[config.mk]
export PLATFORM = sky130hd
export DESIGN_NAME = asr_host
export DESIGN_NICKNAME = d
export VERILOG_FILES = /design/src/rtl/asr_pkg.sv /design/src/rtl/asr_host.sv
export SDC_FILE = /design/constraint.sdc
export NUM_CORES = 1
export LEC_CHECK = 0
export BUFFER_PORTS_ARGS = -buffer_cell sky130_fd_sc_hd__clkbuf_2
export CAP_MARGIN = 20
export CORE_MARGIN = 2
export CORE_UTILIZATION = 46
export CTS_CLUSTER_SIZE = 10
export DETAILED_ROUTE_END_ITERATION = 8
export GPL_ROUTABILITY_DRIVEN = 1
export PLACE_DENSITY = 0.74
export SLEW_MARGIN = 20
export SYNTH_ARGS = -nofsm -noshare
export SYNTH_HDL_FRONTEND = slang
export SYNTH_SLANG_ARGS = --single-unit
export TNS_END_PERCENT = 5
[constraint.sdc]
create_clock -name clk -period 1.6 [get_ports clk]
set_input_delay 0.08 -clock clk [delete_from_list [all_inputs] [get_ports clk]]
set_output_delay 0.08 -clock clk [all_outputs]
set_load 0.01 [all_outputs]
[src/rtl/asr_pkg.sv]
package asr_pkg;
  // geometry of the static memory outside
  localparam int ADDR_W = 8;
  localparam int DATA_W = 4;
  localparam int WORDS  = 256;
  // pin timing in ns, clock period in ns
  localparam int CLK_NS   = 5;
  localparam int T_AS_NS  = 200;  // address setup before write strobe
  localparam int T_WRW_NS = 250;  // write strobe width
  localparam int T_WR_NS  = 50;   // write recovery
  localparam int T_ADA_NS = 450;  // access from address
  localparam int T_DOA_NS = 450;  // output valid from select
  localparam int T_ODS_NS = 200;  // inhibit setup on shared data lines
  // least times round up to whole cycles
  function automatic int cyc(input int ns);
    int c;
    c = (ns + CLK_NS - 1) / CLK_NS;
    return (c < 1) ? 1 : c;
  endfunction
  localparam int AS_CYC  = cyc(T_AS_NS);
  localparam int WRW_CYC = cyc(T_WRW_NS);
  localparam int WR_CYC  = cyc(T_WR_NS);
  localparam int ACC_CYC = cyc(T_ADA_NS > T_DOA_NS ? T_ADA_NS : T_DOA_NS);
  localparam int ODS_CYC = cyc(T_ODS_NS);
  localparam int CNT_W   = 8;
  typedef enum logic [2:0] {
    ASR_IDLE, ASR_RD_WAIT, ASR_WR_SETUP, ASR_WR_PULSE, ASR_WR_RECOV
  } asr_state_e;
endpackage

[src/rtl/asr_host.sv]
`timescale 1ns/10ps
module asr_host
  import asr_pkg::*;
#(
  parameter bit SHARED_IO = 1'b0
)(
  input  wire logic                      clk,
  input  wire logic                      arst_n,
  input  wire logic                      reqValid,
  input  wire logic                      reqWrite,
  input  wire logic [asr_pkg::ADDR_W-1:0] reqAddr,
  input  wire logic [asr_pkg::DATA_W-1:0] reqData,
  output logic                           reqReady,
  output logic                           rspValid,
  output logic [asr_pkg::DATA_W-1:0]     rspData,
  output logic [asr_pkg::ADDR_W-1:0]     wordSelectLines,
  output logic [asr_pkg::DATA_W-1:0]     writeLines,
  input  wire logic [asr_pkg::DATA_W-1:0] readLines,
  output logic                           selectLow_n,
  output logic                           selectHigh,
  output logic                           outputInhibit,
  output logic                           writeStrobe_n
);
  import asr_pkg::*;

  asr_state_e              state_ff, nxt_state;
  logic [CNT_W-1:0]        cnt_ff, nxt_cnt;
  logic [ADDR_W-1:0]       addr_ff, nxt_addr;
  logic [DATA_W-1:0]       wdat_ff, nxt_wdat;
  logic [DATA_W-1:0]       rdat_ff, nxt_rdat;
  logic                    rvld_ff, nxt_rvld;
  logic                    rdy_ff, nxt_rdy;
  logic                    sel_ff, nxt_sel;
  // low-active select has its own flop so the pin is not an inverter
  logic                    sel_n_ff, nxt_sel_n;
  logic                    inh_ff, nxt_inh;
  logic                    wen_n_ff, nxt_wen_n;

  // sequencer: each pin phase is a timed state, no pin is pulsed shorter
  // than the device's least interval
  always_comb begin
    nxt_state = state_ff;
    nxt_cnt   = (cnt_ff != '0) ? cnt_ff - 1'b1 : cnt_ff;
    nxt_addr  = addr_ff;
    nxt_wdat  = wdat_ff;
    nxt_rdat  = rdat_ff;
    nxt_rvld  = 1'b0;
    nxt_rdy   = rdy_ff;
    nxt_sel   = sel_ff;
    nxt_sel_n = sel_n_ff;
    nxt_inh   = inh_ff;
    nxt_wen_n = wen_n_ff;
    case (state_ff)
      ASR_IDLE: begin
        if (reqValid && rdy_ff) begin
          nxt_rdy  = 1'b0;
          nxt_addr = reqAddr;
          nxt_sel  = 1'b1;
          nxt_sel_n = 1'b0;
          if (reqWrite) begin
            nxt_wdat = reqData;
            // shared lines: inhibit first so read drivers are off
            // separate lines: inhibit may stay as it is
            nxt_inh  = SHARED_IO ? 1'b1 : inh_ff;
            nxt_cnt  = CNT_W'(SHARED_IO ? (AS_CYC > ODS_CYC ? AS_CYC
                                          : ODS_CYC) : AS_CYC);
            nxt_state = ASR_WR_SETUP;
          end else begin
            nxt_inh   = 1'b0;                        // enable drivers
            nxt_cnt   = CNT_W'(ACC_CYC);
            nxt_state = ASR_RD_WAIT;
          end
        end
      end
      ASR_RD_WAIT: begin
        // sample after full access time; pins held static meanwhile
        if (cnt_ff == '0) begin
          nxt_rdat  = readLines;
          nxt_rvld  = 1'b1;
          nxt_rdy   = 1'b1;
          nxt_state = ASR_IDLE;
          // keep select asserted: next address may follow at once
        end
      end
      ASR_WR_SETUP: begin
        if (cnt_ff == '0) begin
          nxt_wen_n = 1'b0;
          nxt_cnt   = CNT_W'(WRW_CYC);
          nxt_state = ASR_WR_PULSE;
        end
      end
      ASR_WR_PULSE: begin
        if (cnt_ff == '0) begin
          nxt_wen_n = 1'b1;
          nxt_cnt   = CNT_W'(WR_CYC);
          nxt_state = ASR_WR_RECOV;
        end
      end
      ASR_WR_RECOV: begin
        if (cnt_ff == '0) begin
          nxt_rdy   = 1'b1;
          nxt_state = ASR_IDLE;
        end
      end
      default: begin
        nxt_state = ASR_IDLE;
        nxt_rdy   = 1'b1;
        nxt_wen_n = 1'b1;
      end
    endcase
  end

  // registers only; all pins come straight from flops
  always_ff @(posedge clk or negedge arst_n) begin
    if (!arst_n) begin
      state_ff <= ASR_IDLE;
      cnt_ff   <= '0;
      addr_ff  <= '0;
      wdat_ff  <= '0;
      rdat_ff  <= '0;
      rvld_ff  <= 1'b0;
      rdy_ff   <= 1'b1;
      sel_ff   <= 1'b0;
      sel_n_ff <= 1'b1;
      inh_ff   <= 1'b1;
      wen_n_ff <= 1'b1;
    end else begin
      state_ff <= nxt_state;
      cnt_ff   <= nxt_cnt;
      addr_ff  <= nxt_addr;
      wdat_ff  <= nxt_wdat;
      rdat_ff  <= nxt_rdat;
      rvld_ff  <= nxt_rvld;
      rdy_ff   <= nxt_rdy;
      sel_ff   <= nxt_sel;
      sel_n_ff <= nxt_sel_n;
      inh_ff   <= nxt_inh;
      wen_n_ff <= nxt_wen_n;
    end
  end

  // pins and answers straight from their flops
  assign reqReady        = rdy_ff;
  assign rspValid        = rvld_ff;
  assign rspData         = rdat_ff;
  assign wordSelectLines = addr_ff;
  assign writeLines      = wdat_ff;
  assign selectLow_n     = sel_n_ff;
  assign selectHigh      = sel_ff;
  assign outputInhibit   = inh_ff;
  assign writeStrobe_n   = wen_n_ff;

  // helper: cycles the write strobe has been low
  logic [CNT_W-1:0] lowCnt;
  always_ff @(posedge clk or negedge arst_n) begin
    if (!arst_n) lowCnt <= '0;
    else if (!writeStrobe_n) lowCnt <= lowCnt + 1'b1;
    else lowCnt <= '0;
  end

  // pin-level guards on what this side drives
  a_write_selected: assert property (
    @(posedge clk) disable iff (!arst_n)
    !writeStrobe_n |-> (!selectLow_n && selectHigh))
    else $error("write strobe low while deselected");
  a_shared_inhibit: assert property (
    @(posedge clk) disable iff (!arst_n)
    (SHARED_IO && !writeStrobe_n) |-> outputInhibit)
    else $error("shared lines driven during write");
  a_inhibit_setup: assert property (
    @(posedge clk) disable iff (!arst_n)
    (SHARED_IO && $fell(writeStrobe_n)) |-> $past(outputInhibit, ODS_CYC))
    else $error("inhibit not set up before shared write");
  a_write_stable: assert property (
    @(posedge clk) disable iff (!arst_n)
    (!writeStrobe_n && !$past(writeStrobe_n)) |->
      ($stable(wordSelectLines) && $stable(writeLines)))
    else $error("address or data moved under write strobe");
  a_setup_span: assert property (
    @(posedge clk) disable iff (!arst_n)
    $fell(writeStrobe_n) |-> ($past(wordSelectLines, AS_CYC) ==
      wordSelectLines))
    else $error("address not set up before write strobe");
  a_strobe_width: assert property (
    @(posedge clk) disable iff (!arst_n)
    $rose(writeStrobe_n) |-> $past(lowCnt) >= CNT_W'(WRW_CYC))
    else $error("write strobe too short");
  a_recovery_gap: assert property (
    @(posedge clk) disable iff (!arst_n)
    $rose(writeStrobe_n) |-> (!reqReady) [*8])
    else $error("request accepted inside write recovery");
  a_read_drivers: assert property (
    @(posedge clk) disable iff (!arst_n)
    (state_ff == ASR_RD_WAIT) |-> (!outputInhibit && writeStrobe_n))
    else $error("read without output drivers enabled");
  a_access_select: assert property (
    @(posedge clk) disable iff (!arst_n)
    (state_ff == ASR_RD_WAIT) |-> (!selectLow_n && selectHigh))
    else $error("select dropped during access");
  a_read_hold: assert property (
    @(posedge clk) disable iff (!arst_n)
    (state_ff == ASR_RD_WAIT && $past(state_ff) == ASR_RD_WAIT) |->
      $stable(wordSelectLines))
    else $error("address moved during access");
  a_read_latency: assert property (
    @(posedge clk) disable iff (!arst_n)
    (reqValid && reqReady && !reqWrite) |-> ##92 rspValid)
    else $error("read answer not on time");
  a_addr_setup: assert property (
    @(posedge clk) disable iff (!arst_n)
    $fell(writeStrobe_n) |-> $past(state_ff) == ASR_WR_SETUP)
    else $error("write strobe without setup phase");

  // main scenarios: read, write, back to back, shared write, turnaround
  c_read:  cover property (@(posedge clk) disable iff (!arst_n) rspValid);
  c_write: cover property (@(posedge clk) disable iff (!arst_n)
    $rose(writeStrobe_n));
  c_b2b:   cover property (@(posedge clk) disable iff (!arst_n)
    rspValid && reqValid && reqReady);
  c_shared: cover property (@(posedge clk) disable iff (!arst_n)
    SHARED_IO && $fell(writeStrobe_n));
  c_rd_after_wr: cover property (@(posedge clk) disable iff (!arst_n)
    $rose(reqReady) && reqValid && !reqWrite);
endmodule

# Word level (Yosys, flattened, before mapping)
# Cells that the tools add are included.
# classes
n_addsub	1
eq_ne	8
muxes	19
bitwise_logic	3
reduce_logical	14
# op_table
operator	n
$mux 8	4
$pmux 8 s3	1
$mux 3	4
$pmux 3 s4	1
$reduce_and 3->1	4
$logic_not 8->1	1
$reduce_bool 8->1	1
$sub 8x1->8 const B	1
$mux 7	1
$eq 3x2->1 const B	2
$ne 2x2->1 const B	3
$pmux 1 s3	2
$mux 1	5
$reduce_and 2->1	2
$reduce_and 4->1	1
$reduce_or 2->1	2
$eq 3x1->1 const B	1
$eq 3x3->1 const B	1
$logic_not 3->1	1
$not 1->1	3
$reduce_or 3->1	1
$mux 2	1
$ne 2x1->1 const B	1
$logic_and 1x1->1	1
# totals
ff_bits	33
in_bits	20
output_inout_bits	22

# Logic depth before layout (Yosys ltp)
# Gate-level depths: netlist of run 1.
# depth
word_depth	4
mapped_depth	8
depth_no_buf	8

# Worst setup path after synthesis of run 1
# No wires, ideal clock.
# synth_timing
path_type	register to register
startpoint	reg rdy_ff, in the netlist reqReady
endpoint	reg addr_ff[5], in the netlist wordSelectLines[5]
t_arrival_ns	1.653
t_required_ns	1.475
slack_ns	-0.178
path_stages_with_launch	5
synth_period_minus_slack_ns	1.778
cell_sequence	dfstp_2 nand2_1 nor4_4 buf_2 mux2_2
# synth_via
elab_chain_cells	2
# synth_rtl
item	line_no	text
start: declaration	asr_host.sv:32	logic rdy_ff, nxt_rdy;
start signal: assignment	asr_host.sv:134	rdy_ff <= nxt_rdy;
$logic_and 1x1->1	asr_host.sv:55	if (reqValid && rdy_ff) begin
$reduce_and 2->1 (no line)	n/a	
end signal: assignment	asr_host.sv:130	addr_ff <= nxt_addr;
end: declaration	asr_host.sv:28	logic [ADDR_W-1:0] addr_ff, nxt_addr;
# Every way passes these cells.
# A chain may end at the register's enable or synchronous reset.

# Worst setup path in the final report of run 1
# layout_timing
startpoint	reg cnt_ff[6]
endpoint	reg cnt_ff[3]
# layout_via
elab_chain_cells	4
word_cells_on_any_way	7
# layout_rtl
item	line_no	text
start: declaration	asr_host.sv:27	logic [CNT_W-1:0] cnt_ff, nxt_cnt;
start signal: assignment	asr_host.sv:129	cnt_ff <= nxt_cnt;
$reduce_bool 8->1	asr_host.sv:43	nxt_cnt = (cnt_ff != '0) ? cnt_ff - 1'b1 : cnt_ff;
$mux 8	asr_host.sv:43	
$mux 8, on equally long branches	asr_host.sv:93, asr_host.sv:86, asr_host.sv:55	
$pmux 8 s3 (*)	asr_host.sv:53	case (state_ff)
net nxt_cnt[3]	asr_host.sv:27	
# The timed path passes the listed nets; every way through them passes the cells marked *.

==> insert_results.sql, run 1 <==
INSERT INTO impl_metrics (metric_group, metric, value, unit) VALUES
('sta', 'slew_viol_final', '0', ''),
('worst_hold_path', 'min_delay_path_depth', '3', ''),
('routing', 'detailroute.wirelength.met2', '1960', 'µm'),
('routing', 'drc', '0', ''),
('logic_synthesis', 'yosysTopAreaCellShare', '47.23', '%'),
('setup_path', 'critical_path_class', 'reg -> reg', ''),
('logic_synthesis', 'synth_top_cell_by_area', 'dfrtp_1', ''),
('routing', 'drt_pre_antenna_iters', '4', ''),
('cells_and_area', 'nNetsFinal', '231', ''),
('setup_path', 'critical_path.endpoint', 'cnt_ff[3]$_DFF_PN0_', ''),
('outcome', 'violations', 'negative setup slack', ''),
('sta', 'number_of_hold_violations_in_the_final_report', '0', ''),
('clock_tree', 'ctsRootBufferMaster', 'clkbuf_4', ''),
('grt', 'grt_overflow', '0', ''),
('setup_path', 'cpPeakStageDelay', '410', 'ps'),
('setup_path', 'regToRegEndpoint', 'cnt_ff[3]$_DFF_PN0_', ''),
('sta', 'slew_headroom', '48.48', '%'),
('logic_synthesis', 'synth_enable_flop_cells', '0', ''),
('cells_and_area', 'layout-area-overhead-vs-synth', '46.25', '%'),
('sta', 'worst-slew-pin-transition', '772.8', 'ps'),
('placement', 'dp_slack', '-163.1', 'ps'),
('placement', 'placed_cells', '225', ''),
('setup_path', 'worst_path_max_delay_cell', 'or3_4', ''),
('grt', 'grt_first_pass_wirelength', '5830', 'µm'),
('worst_hold_path', 'hold_class', 'in -> reg', ''),
('sta', 'setup-violations-final', '13', ''),
('logic_synthesis', 'post_synth_inst_count', '128', ''),
('setup_path', 'setup.reg_to_reg.worst_slack', '-100', 'ps'),
('logic_synthesis', 'net_count_after_synthesis', '151', ''),
('logic_synthesis', 'synth_common_cells', 'dfrtp_1 (29), mux2_2 (16), nor2_1 (10), nor3_1 (6)', ''),
('floorplanning', 'chipHeight', '61.80', 'µm'),
('power', 'pwr_dens', '705.2', 'mW/mm²'),
('routing', 'postRouteAntennaNets', '0', ''),
('cells_and_area', 'number_of_antenna_diodes', '0', ''),
('routing', 'wl_per_cell', '14.29', 'µm'),
('sta', 'timing.final.crit_share', '106.2', '%'),
('floorplanning', 'design.die.area', '0.003819', 'mm²'),
('grt', 'vias_in_the_first_global_route', '1281', ''),
('logic_synthesis', 'synth.avg_cell_area', '12.00', 'µm²'),
('outcome', 'result_of_the_run', 'complete, but fails checks', ''),
('setup_path', 'cp_top_family', 'simple AND/OR/NAND/NOR gates', ''),
('sta', 'whs', '149.6', 'ps'),
('cells_and_area', 'fillCellCount', '213', ''),
('cells_and_area', 'final_layout_size_suffix_gt1_share', '52.15', '%'),
('cells_and_area', 'layoutNonFillerInstCount', '253', ''),
('power', 'power.ir.vdd_worst', '0.0006711', 'V'),
('logic_synthesis', 'yosys-top-cells-area', 'dfrtp_1 (47%), mux2_2 (12%), dfstp_2 (6.8%), nor4_4 (2.8%), ha_1 (2.4%)', ''),
('power', 'p_clk_share', '41.2', '%'),
('power', 'seq_power_share', '53.1', '%'),
('setup_path', 'worst_setup_path_startpoint', 'cnt_ff[6]$_DFF_PN0_', ''),
('grt', 'grt_antenna_before_repair', '0', ''),
('logic_synthesis', 'yosys.cell_count.top_type', 'dfrtp_1', ''),
('sta', 'worst_slack', '-99.24', 'ps'),
('logic_synthesis', 'ys_ff_latch', '33', ''),
('setup_path', 'cp_max_fo', '5', ''),
('sta', 'fmax', '0.5885', 'GHz'),
('routing', 'drt-met1-wl', '1426', 'µm'),
('placement', 'dpl.hpwl', '2388', 'µm'),
('logic_synthesis', 'async_flop_share', '100.0', '%'),
('logic_synthesis', 'yosysWarningCount', '0', ''),
('sta', 'skew', '10.71', 'ps'),
('floorplanning', 'width_of_the_die', '61.80', 'µm'),
('clock_tree', 'clockBufferDepth', '2', ''),
('grt', 'grt_usage', '21.29', '%'),
('logic_synthesis', 'netlist_area', '0.001536', 'mm²'),
('routing', 'detail_route.iter0.violations', '39', ''),
('clock_tree', 'tritoncts', 'done', ''),
('clock_tree', 'cts.htree.levels', '2', ''),
('power', 'switchingPower', '322.3', 'µW'),
('routing', 'wire_length_on_met3', '191', 'µm'),
('setup_path', 'crit_required', '1820', 'ps');
-- flip-flops by register name, indices dropped and copies added, names as in the netlist --
register and cells:
cnt_ff 8, wordSelectLines 8, rspData 4, writeLines 4, state_ff 3, outputInhibit 1, reqReady 1, rspValid 1
selectHigh 1, selectLow_n 1, writeStrobe_n 1
-- tightest hold or removal path: stages --
cell      delay, ps
clkbuf_2        120
nand2_2         130
o311ai_1        110
-- worst min-delay path by stage --
stage | start | to
final | reqWrite | cnt_ff[5]$_DFF_PN0_
after global routing | reqValid | cnt_ff[0]$_DFF_PN0_
after CTS | reqWrite | cnt_ff[1]$_DFF_PN0_
after detailed placement | arst_n | selectHigh$_DFFE_PN0P_
after global placement | arst_n | selectHigh$_DFFE_PN0P_
after floorplan | arst_n | cnt_ff[0]$_DFF_PN0_
-- cells in the final DEF (no fill, tap or decap), types with 3 or more instances in the layout --
cell type	synthesis	layout
buf_4	1	20
a21oi_1	3	3
clkbuf_4	0	5
inv_2	1	3
a31oi_1	3	3
dfstp_2	4	4
mux2_2	16	16
nor2_1	10	10
xnor2_1	4	4
nor3_1	6	5
dlygate4sd3_1	0	17
nand2b_1	4	3
clkbuf_2	1	41
dfrtp_1	29	29
-- kinds of logic (layout without fill, tap and decap cells) --
group,Yosys count,after routing,synth area share (%)
DFF,33,33,54.07
AOI/OAI and AO/OA,18,18,8.631
muxes,18,18,13.35
buffers and inverters,12,93,3.338
xor gates and xnor gates,4,4,2.280
adders and majority gates,3,3,2.443
and+or+nand+nor,40,40,15.88
-- area by class of cell --
cell class	count	area [µm²]	area share [%]
Clock buffer	6	51.30	2.283
Tap cell	44	55.05	2.450
Inverter	5	18.77	0.8352
Timing Repair Buffer	80	548.0	24.39
Sequential cell	33	830.8	36.97
Clock inverter	2	37.54	1.670
Multi-Input combinational cell	83	705.7	31.40
-- routing by layer --
layer	track usage, %	vias to the layer above
met3	6.418	6
met4	5.471	0
met2	37.59	46
met1	25.37	642
li1	-	618
met5	0	-
-- timing repair --
item                       4_1_cts  5_1_grt
pin swaps                        6        3
setup buffers                    2        1
hold buffers                    17        0
resized for setup                7        8
setup endpoints to repair       13       23
hold endpoints to repair        45        0
gates cloned                     0        0
-- power groups by stage --
stage                     clock network, mW  registers (mW)  logic (mW)
after floorplan                           0           0.860     0.00862
after detailed placement                  0           0.858      0.0573
after CTS                             0.661           0.842      0.0895
after global routing                  0.699           0.843      0.0994
after global placement                    0           0.858      0.0546
final                                 0.653           0.842      0.0898
-- per-stage QoR --
stage          cell area (µm²)  setup TNS (ps)  util (%)
6_report                  2247          -800.6     72.42
5_1_grt                   2247           -1878     72.42
4_1_cts                   2208           -1937     71.17
3_5_place_dp              1907           -1415     61.45
3_3_place_gp              1907          -710.2     61.45
2_1_floorplan             1536          -996.8         -
No activity file was read; power rests on OpenSTA's default activity.
==> run 2, diff against run 1 <==
==> constraint.sdc (replaced) <==
create_clock -name clk -period 1.6 [get_ports clk]
set_input_delay 0.08 -clock clk [delete_from_list [all_inputs] [get_ports clk]]
set_output_delay 0.08 -clock clk [all_outputs]
set_load 0.1 [all_outputs]
==> run 2 against run 1 <==
The flow still finishes with violations (negative setup slack). Non-clock buffer count rose by 2. Clock skew decreased by 3.8 ps. Combinational power rose by 46%. Critical path depth is the same. Sequential cell count stayed put.
==> insert_results.sql, run 2 (same netlist as run 1, synthesis figures left out) <==
INSERT INTO impl_metrics (metric_group, metric, value, unit) VALUES
('outcome', 'result_of_the_run', 'complete, but fails checks', ''),
('outcome', 'violations', 'negative setup slack', ''),
('sta', 'timing.final.crit_period', '1790', 'ps'),
('clock_tree', 'ctsRootBufferMaster', 'clkbuf_4', ''),
('power', 'switchingPower', '374.3', 'µW'),
('cells_and_area', 'finish.utilization', '71.94', '%'),
('grt', 'grt_start_max_net_pins', '34', ''),
('grt', 'grt_overflow', '0', ''),
('power', 'pwr_dens', '641.9', 'mW/mm²'),
('cells_and_area', 'number_of_antenna_diodes', '0', ''),
('sta', 'number_of_hold_violations_in_the_final_report', '0', ''),
('placement', 'gpl.final_weighted_congestion', '0.7613', ''),
('routing', 'detailroute.via_count', '1332', ''),
('sta', 'worst-slew-pin-transition', '553.7', 'ps'),
('grt', 'grt_antenna_before_repair', '0', ''),
('setup_path', 'crit_required', '1870', 'ps'),
('clock_tree', 'worstSkewPairLatency', '340', 'ps'),
('floorplanning', 'floorplan.core_area', '0.003103', 'mm²'),
('routing', 'drt_pre_antenna_iters', '4', ''),
('flow_run', 'cap_violations', '0', ''),
('power', 'internal_power', '1.059', 'mW'),
('sta', 'timing.final.crit_share', '111.9', '%'),
('sta', 'slew_viol_final', '0', ''),
('placement', 'placed_cells', '229', ''),
('floorplanning', 'top_level_ports', '42', ''),
('sta', 'grt_setup_unrepaired', 'yes', ''),
('cells_and_area', 'nNetsFinal', '233', ''),
('clock_tree', 'cts_buffers', '5', ''),
('power', 'cellLeakagePower', '1.081', 'nW'),
('routing', 'drc', '0', ''),
('clock_tree', 'clock-sinks', '33', ''),
('power', 'swShare', '26.13', '%'),
('setup_path', 'worst_path_max_delay_cell', 'or3_4', ''),
('grt', 'grt_first_pass_wirelength', '6154', 'µm'),
('setup_path', 'arrival', '2060', 'ps'),
('placement', 'postPlaceCellArea', '0.001964', 'mm²'),
('floorplanning', 'rows', '20', ''),
('power', 'power.ir.vdd_worst', '0.0006104', 'V'),
('floorplanning', 'width_of_the_die', '61.80', 'µm'),
('clock_tree', 'clockBufferDepth', '2', ''),
('routing', 'postRouteAntennaNets', '0', ''),
('placement', 'port_buffers', '41', ''),
('cells_and_area', 'layout-area-overhead-vs-synth', '45.28', '%'),
('grt', 'grt_usage', '22.39', '%'),
('placement', 'dpl.hpwl', '2599', 'µm'),
('sta', 'totalNegativeSetupSlack', '-1768', 'ps'),
('cells_and_area', 'layout_common_cells', 'clkbuf_2 (40), dfrtp_1 (29), buf_4 (24)', ''),
('setup_path', 'endpoint_kind', 'flip-flop', ''),
('setup_path', 'critical_path.cell_chain', 'or3_4, nor4_4, inv_2, mux2_4, o221ai_2', ''),
('cells_and_area', 'layoutNonFillerInstCount', '255', ''),
('sta', 'skew', '6.881', 'ps'),
('setup_path', 'cp_max_fo', '5', ''),
('setup_path', 'critical_path_class', 'reg -> reg', ''),
('routing', 'wl_per_cell', '14.49', 'µm'),
('grt', 'vias_in_the_first_global_route', '1367', ''),
('cells_and_area', 'final_area', '0.002232', 'mm²'),
('sta', 'slew_headroom', '63.25', '%'),
('sta', 'setup-violations-final', '17', ''),
('power', 'seq_power_share', '58.7', '%'),
('clock_tree', 'cts.htree.levels', '2', ''),
('cells_and_area', 'final_layout_size_suffix_gt1_share', '51.66', '%'),
('routing', 'detail_route.iter0.violations', '43', ''),
('worst_hold_path', 'hold_class', 'in -> reg', ''),
('sta', 'worst_slack', '-190.5', 'ps'),
('sta', 'fmax', '0.5585', 'GHz'),
('setup_path', 'start_kind', 'flip-flop', ''),
('floorplanning', 'floorplan.initialDensity', '49.52', '%'),
('power', 'comb_power_share', '9.1', '%'),
('routing', 'finalWirelength', '3694', 'µm'),
('floorplanning', 'design.die.area', '0.003819', 'mm²'),
('power', 'p_clk_share', '32.1', '%'),
('routing', 'detail_route.vias_per_cell', '5.224', ''),
('setup_path', 'cpPeakStageDelay', '410', 'ps'),
('clock_tree', 'tritoncts', 'done', ''),
('clock_tree', 'clkSlewWorstSetupHoldPaths', '110', 'ps'),
('floorplanning', 'chipHeight', '61.80', 'µm'),
('cells_and_area', 'most_common_library_cell_in_the_layout_ignoring_fill_and_taps', 'clkbuf_2', ''),
('power', 'total_power', '1.433', 'mW');
-- run 2: final cells by class --
type	count	area (µm²)
fill	225	870.8
sequential	33	834.6
multi-input combinational	83	706.9
timing repair buffer	82	561.8
tap	44	55.05
clock buffer	5	37.54
inverter	5	18.77
clock inverter	3	17.52
-- run 2: routing by layer --
metal  GRT usage, %  part of all wire, %
met1          28.44                   41
met2          37.14                   53
met3          7.039                  5.7
met4          6.079                 0.70
met5              0                    0
-- run 2: path summary, 6_finish.rpt --
kind	start	to	slack, ps	cells after the start
hold reg to reg	selectHigh$_DFFE_PN0P_	selectHigh$_DFFE_PN0P_	500	1
setup reg to reg	cnt_ff[6]$_DFF_PN0_	cnt_ff[1]$_DFF_PN0_	-190	5
hold / removal	reqWrite	cnt_ff[5]$_DFF_PN0_	120	3
setup / recovery	cnt_ff[6]$_DFF_PN0_	cnt_ff[1]$_DFF_PN0_	-190	5
min in group asynchronous	arst_n	wordSelectLines[7]$_DFFE_PN0P_	290	3
max in group asynchronous	arst_n	writeStrobe_n$_DFFE_PN1P_	970	3
-- run 2: repair_timing --
action / CTS / global route
hold buffers: 17 / 0
endpoints found under the hold margin: 45 / 0
buffers inserted: 0 / 1
pin swaps: 3 / 3
endpoints found under the setup margin: 29 / 27
gates resized for setup: 4 / 5
-- run 2: per-stage QoR --
| step | setup WS, ps | hold slack [ps] |
|---|---|---|
| 2_1_floorplan | -440.8 | -215.6 |
| 3_3_place_gp | -92.21 | 122.1 |
| 3_5_place_dp | -128.2 | 131.0 |
| 4_1_cts | -144.1 | 103.5 |
| 5_1_grt | -265.2 | 134.6 |
| 6_report | -190.5 | 123.0 |
-- run 2: power groups by stage --
stage	Combinational [mW]	Sequential [mW]	Clock (mW)
final	0.131	0.842	0.461
after global routing	0.141	0.843	0.517
after CTS	0.131	0.842	0.473
after detailed placement	0.0984	0.858	0
after global placement	0.0953	0.857	0
after floorplan	0.00942	0.896	0
-- run 2: worst max-delay path, delay by kind of cell, from the launching register on --
family | cells | cell delay [ps]
flip-flops | 1 | 390
AND/OR/NAND/NOR | 2 | 730
buffers and inverters | 1 | 130
multiplexers | 1 | 330
AO/OA/AOI/OAI | 1 | 150
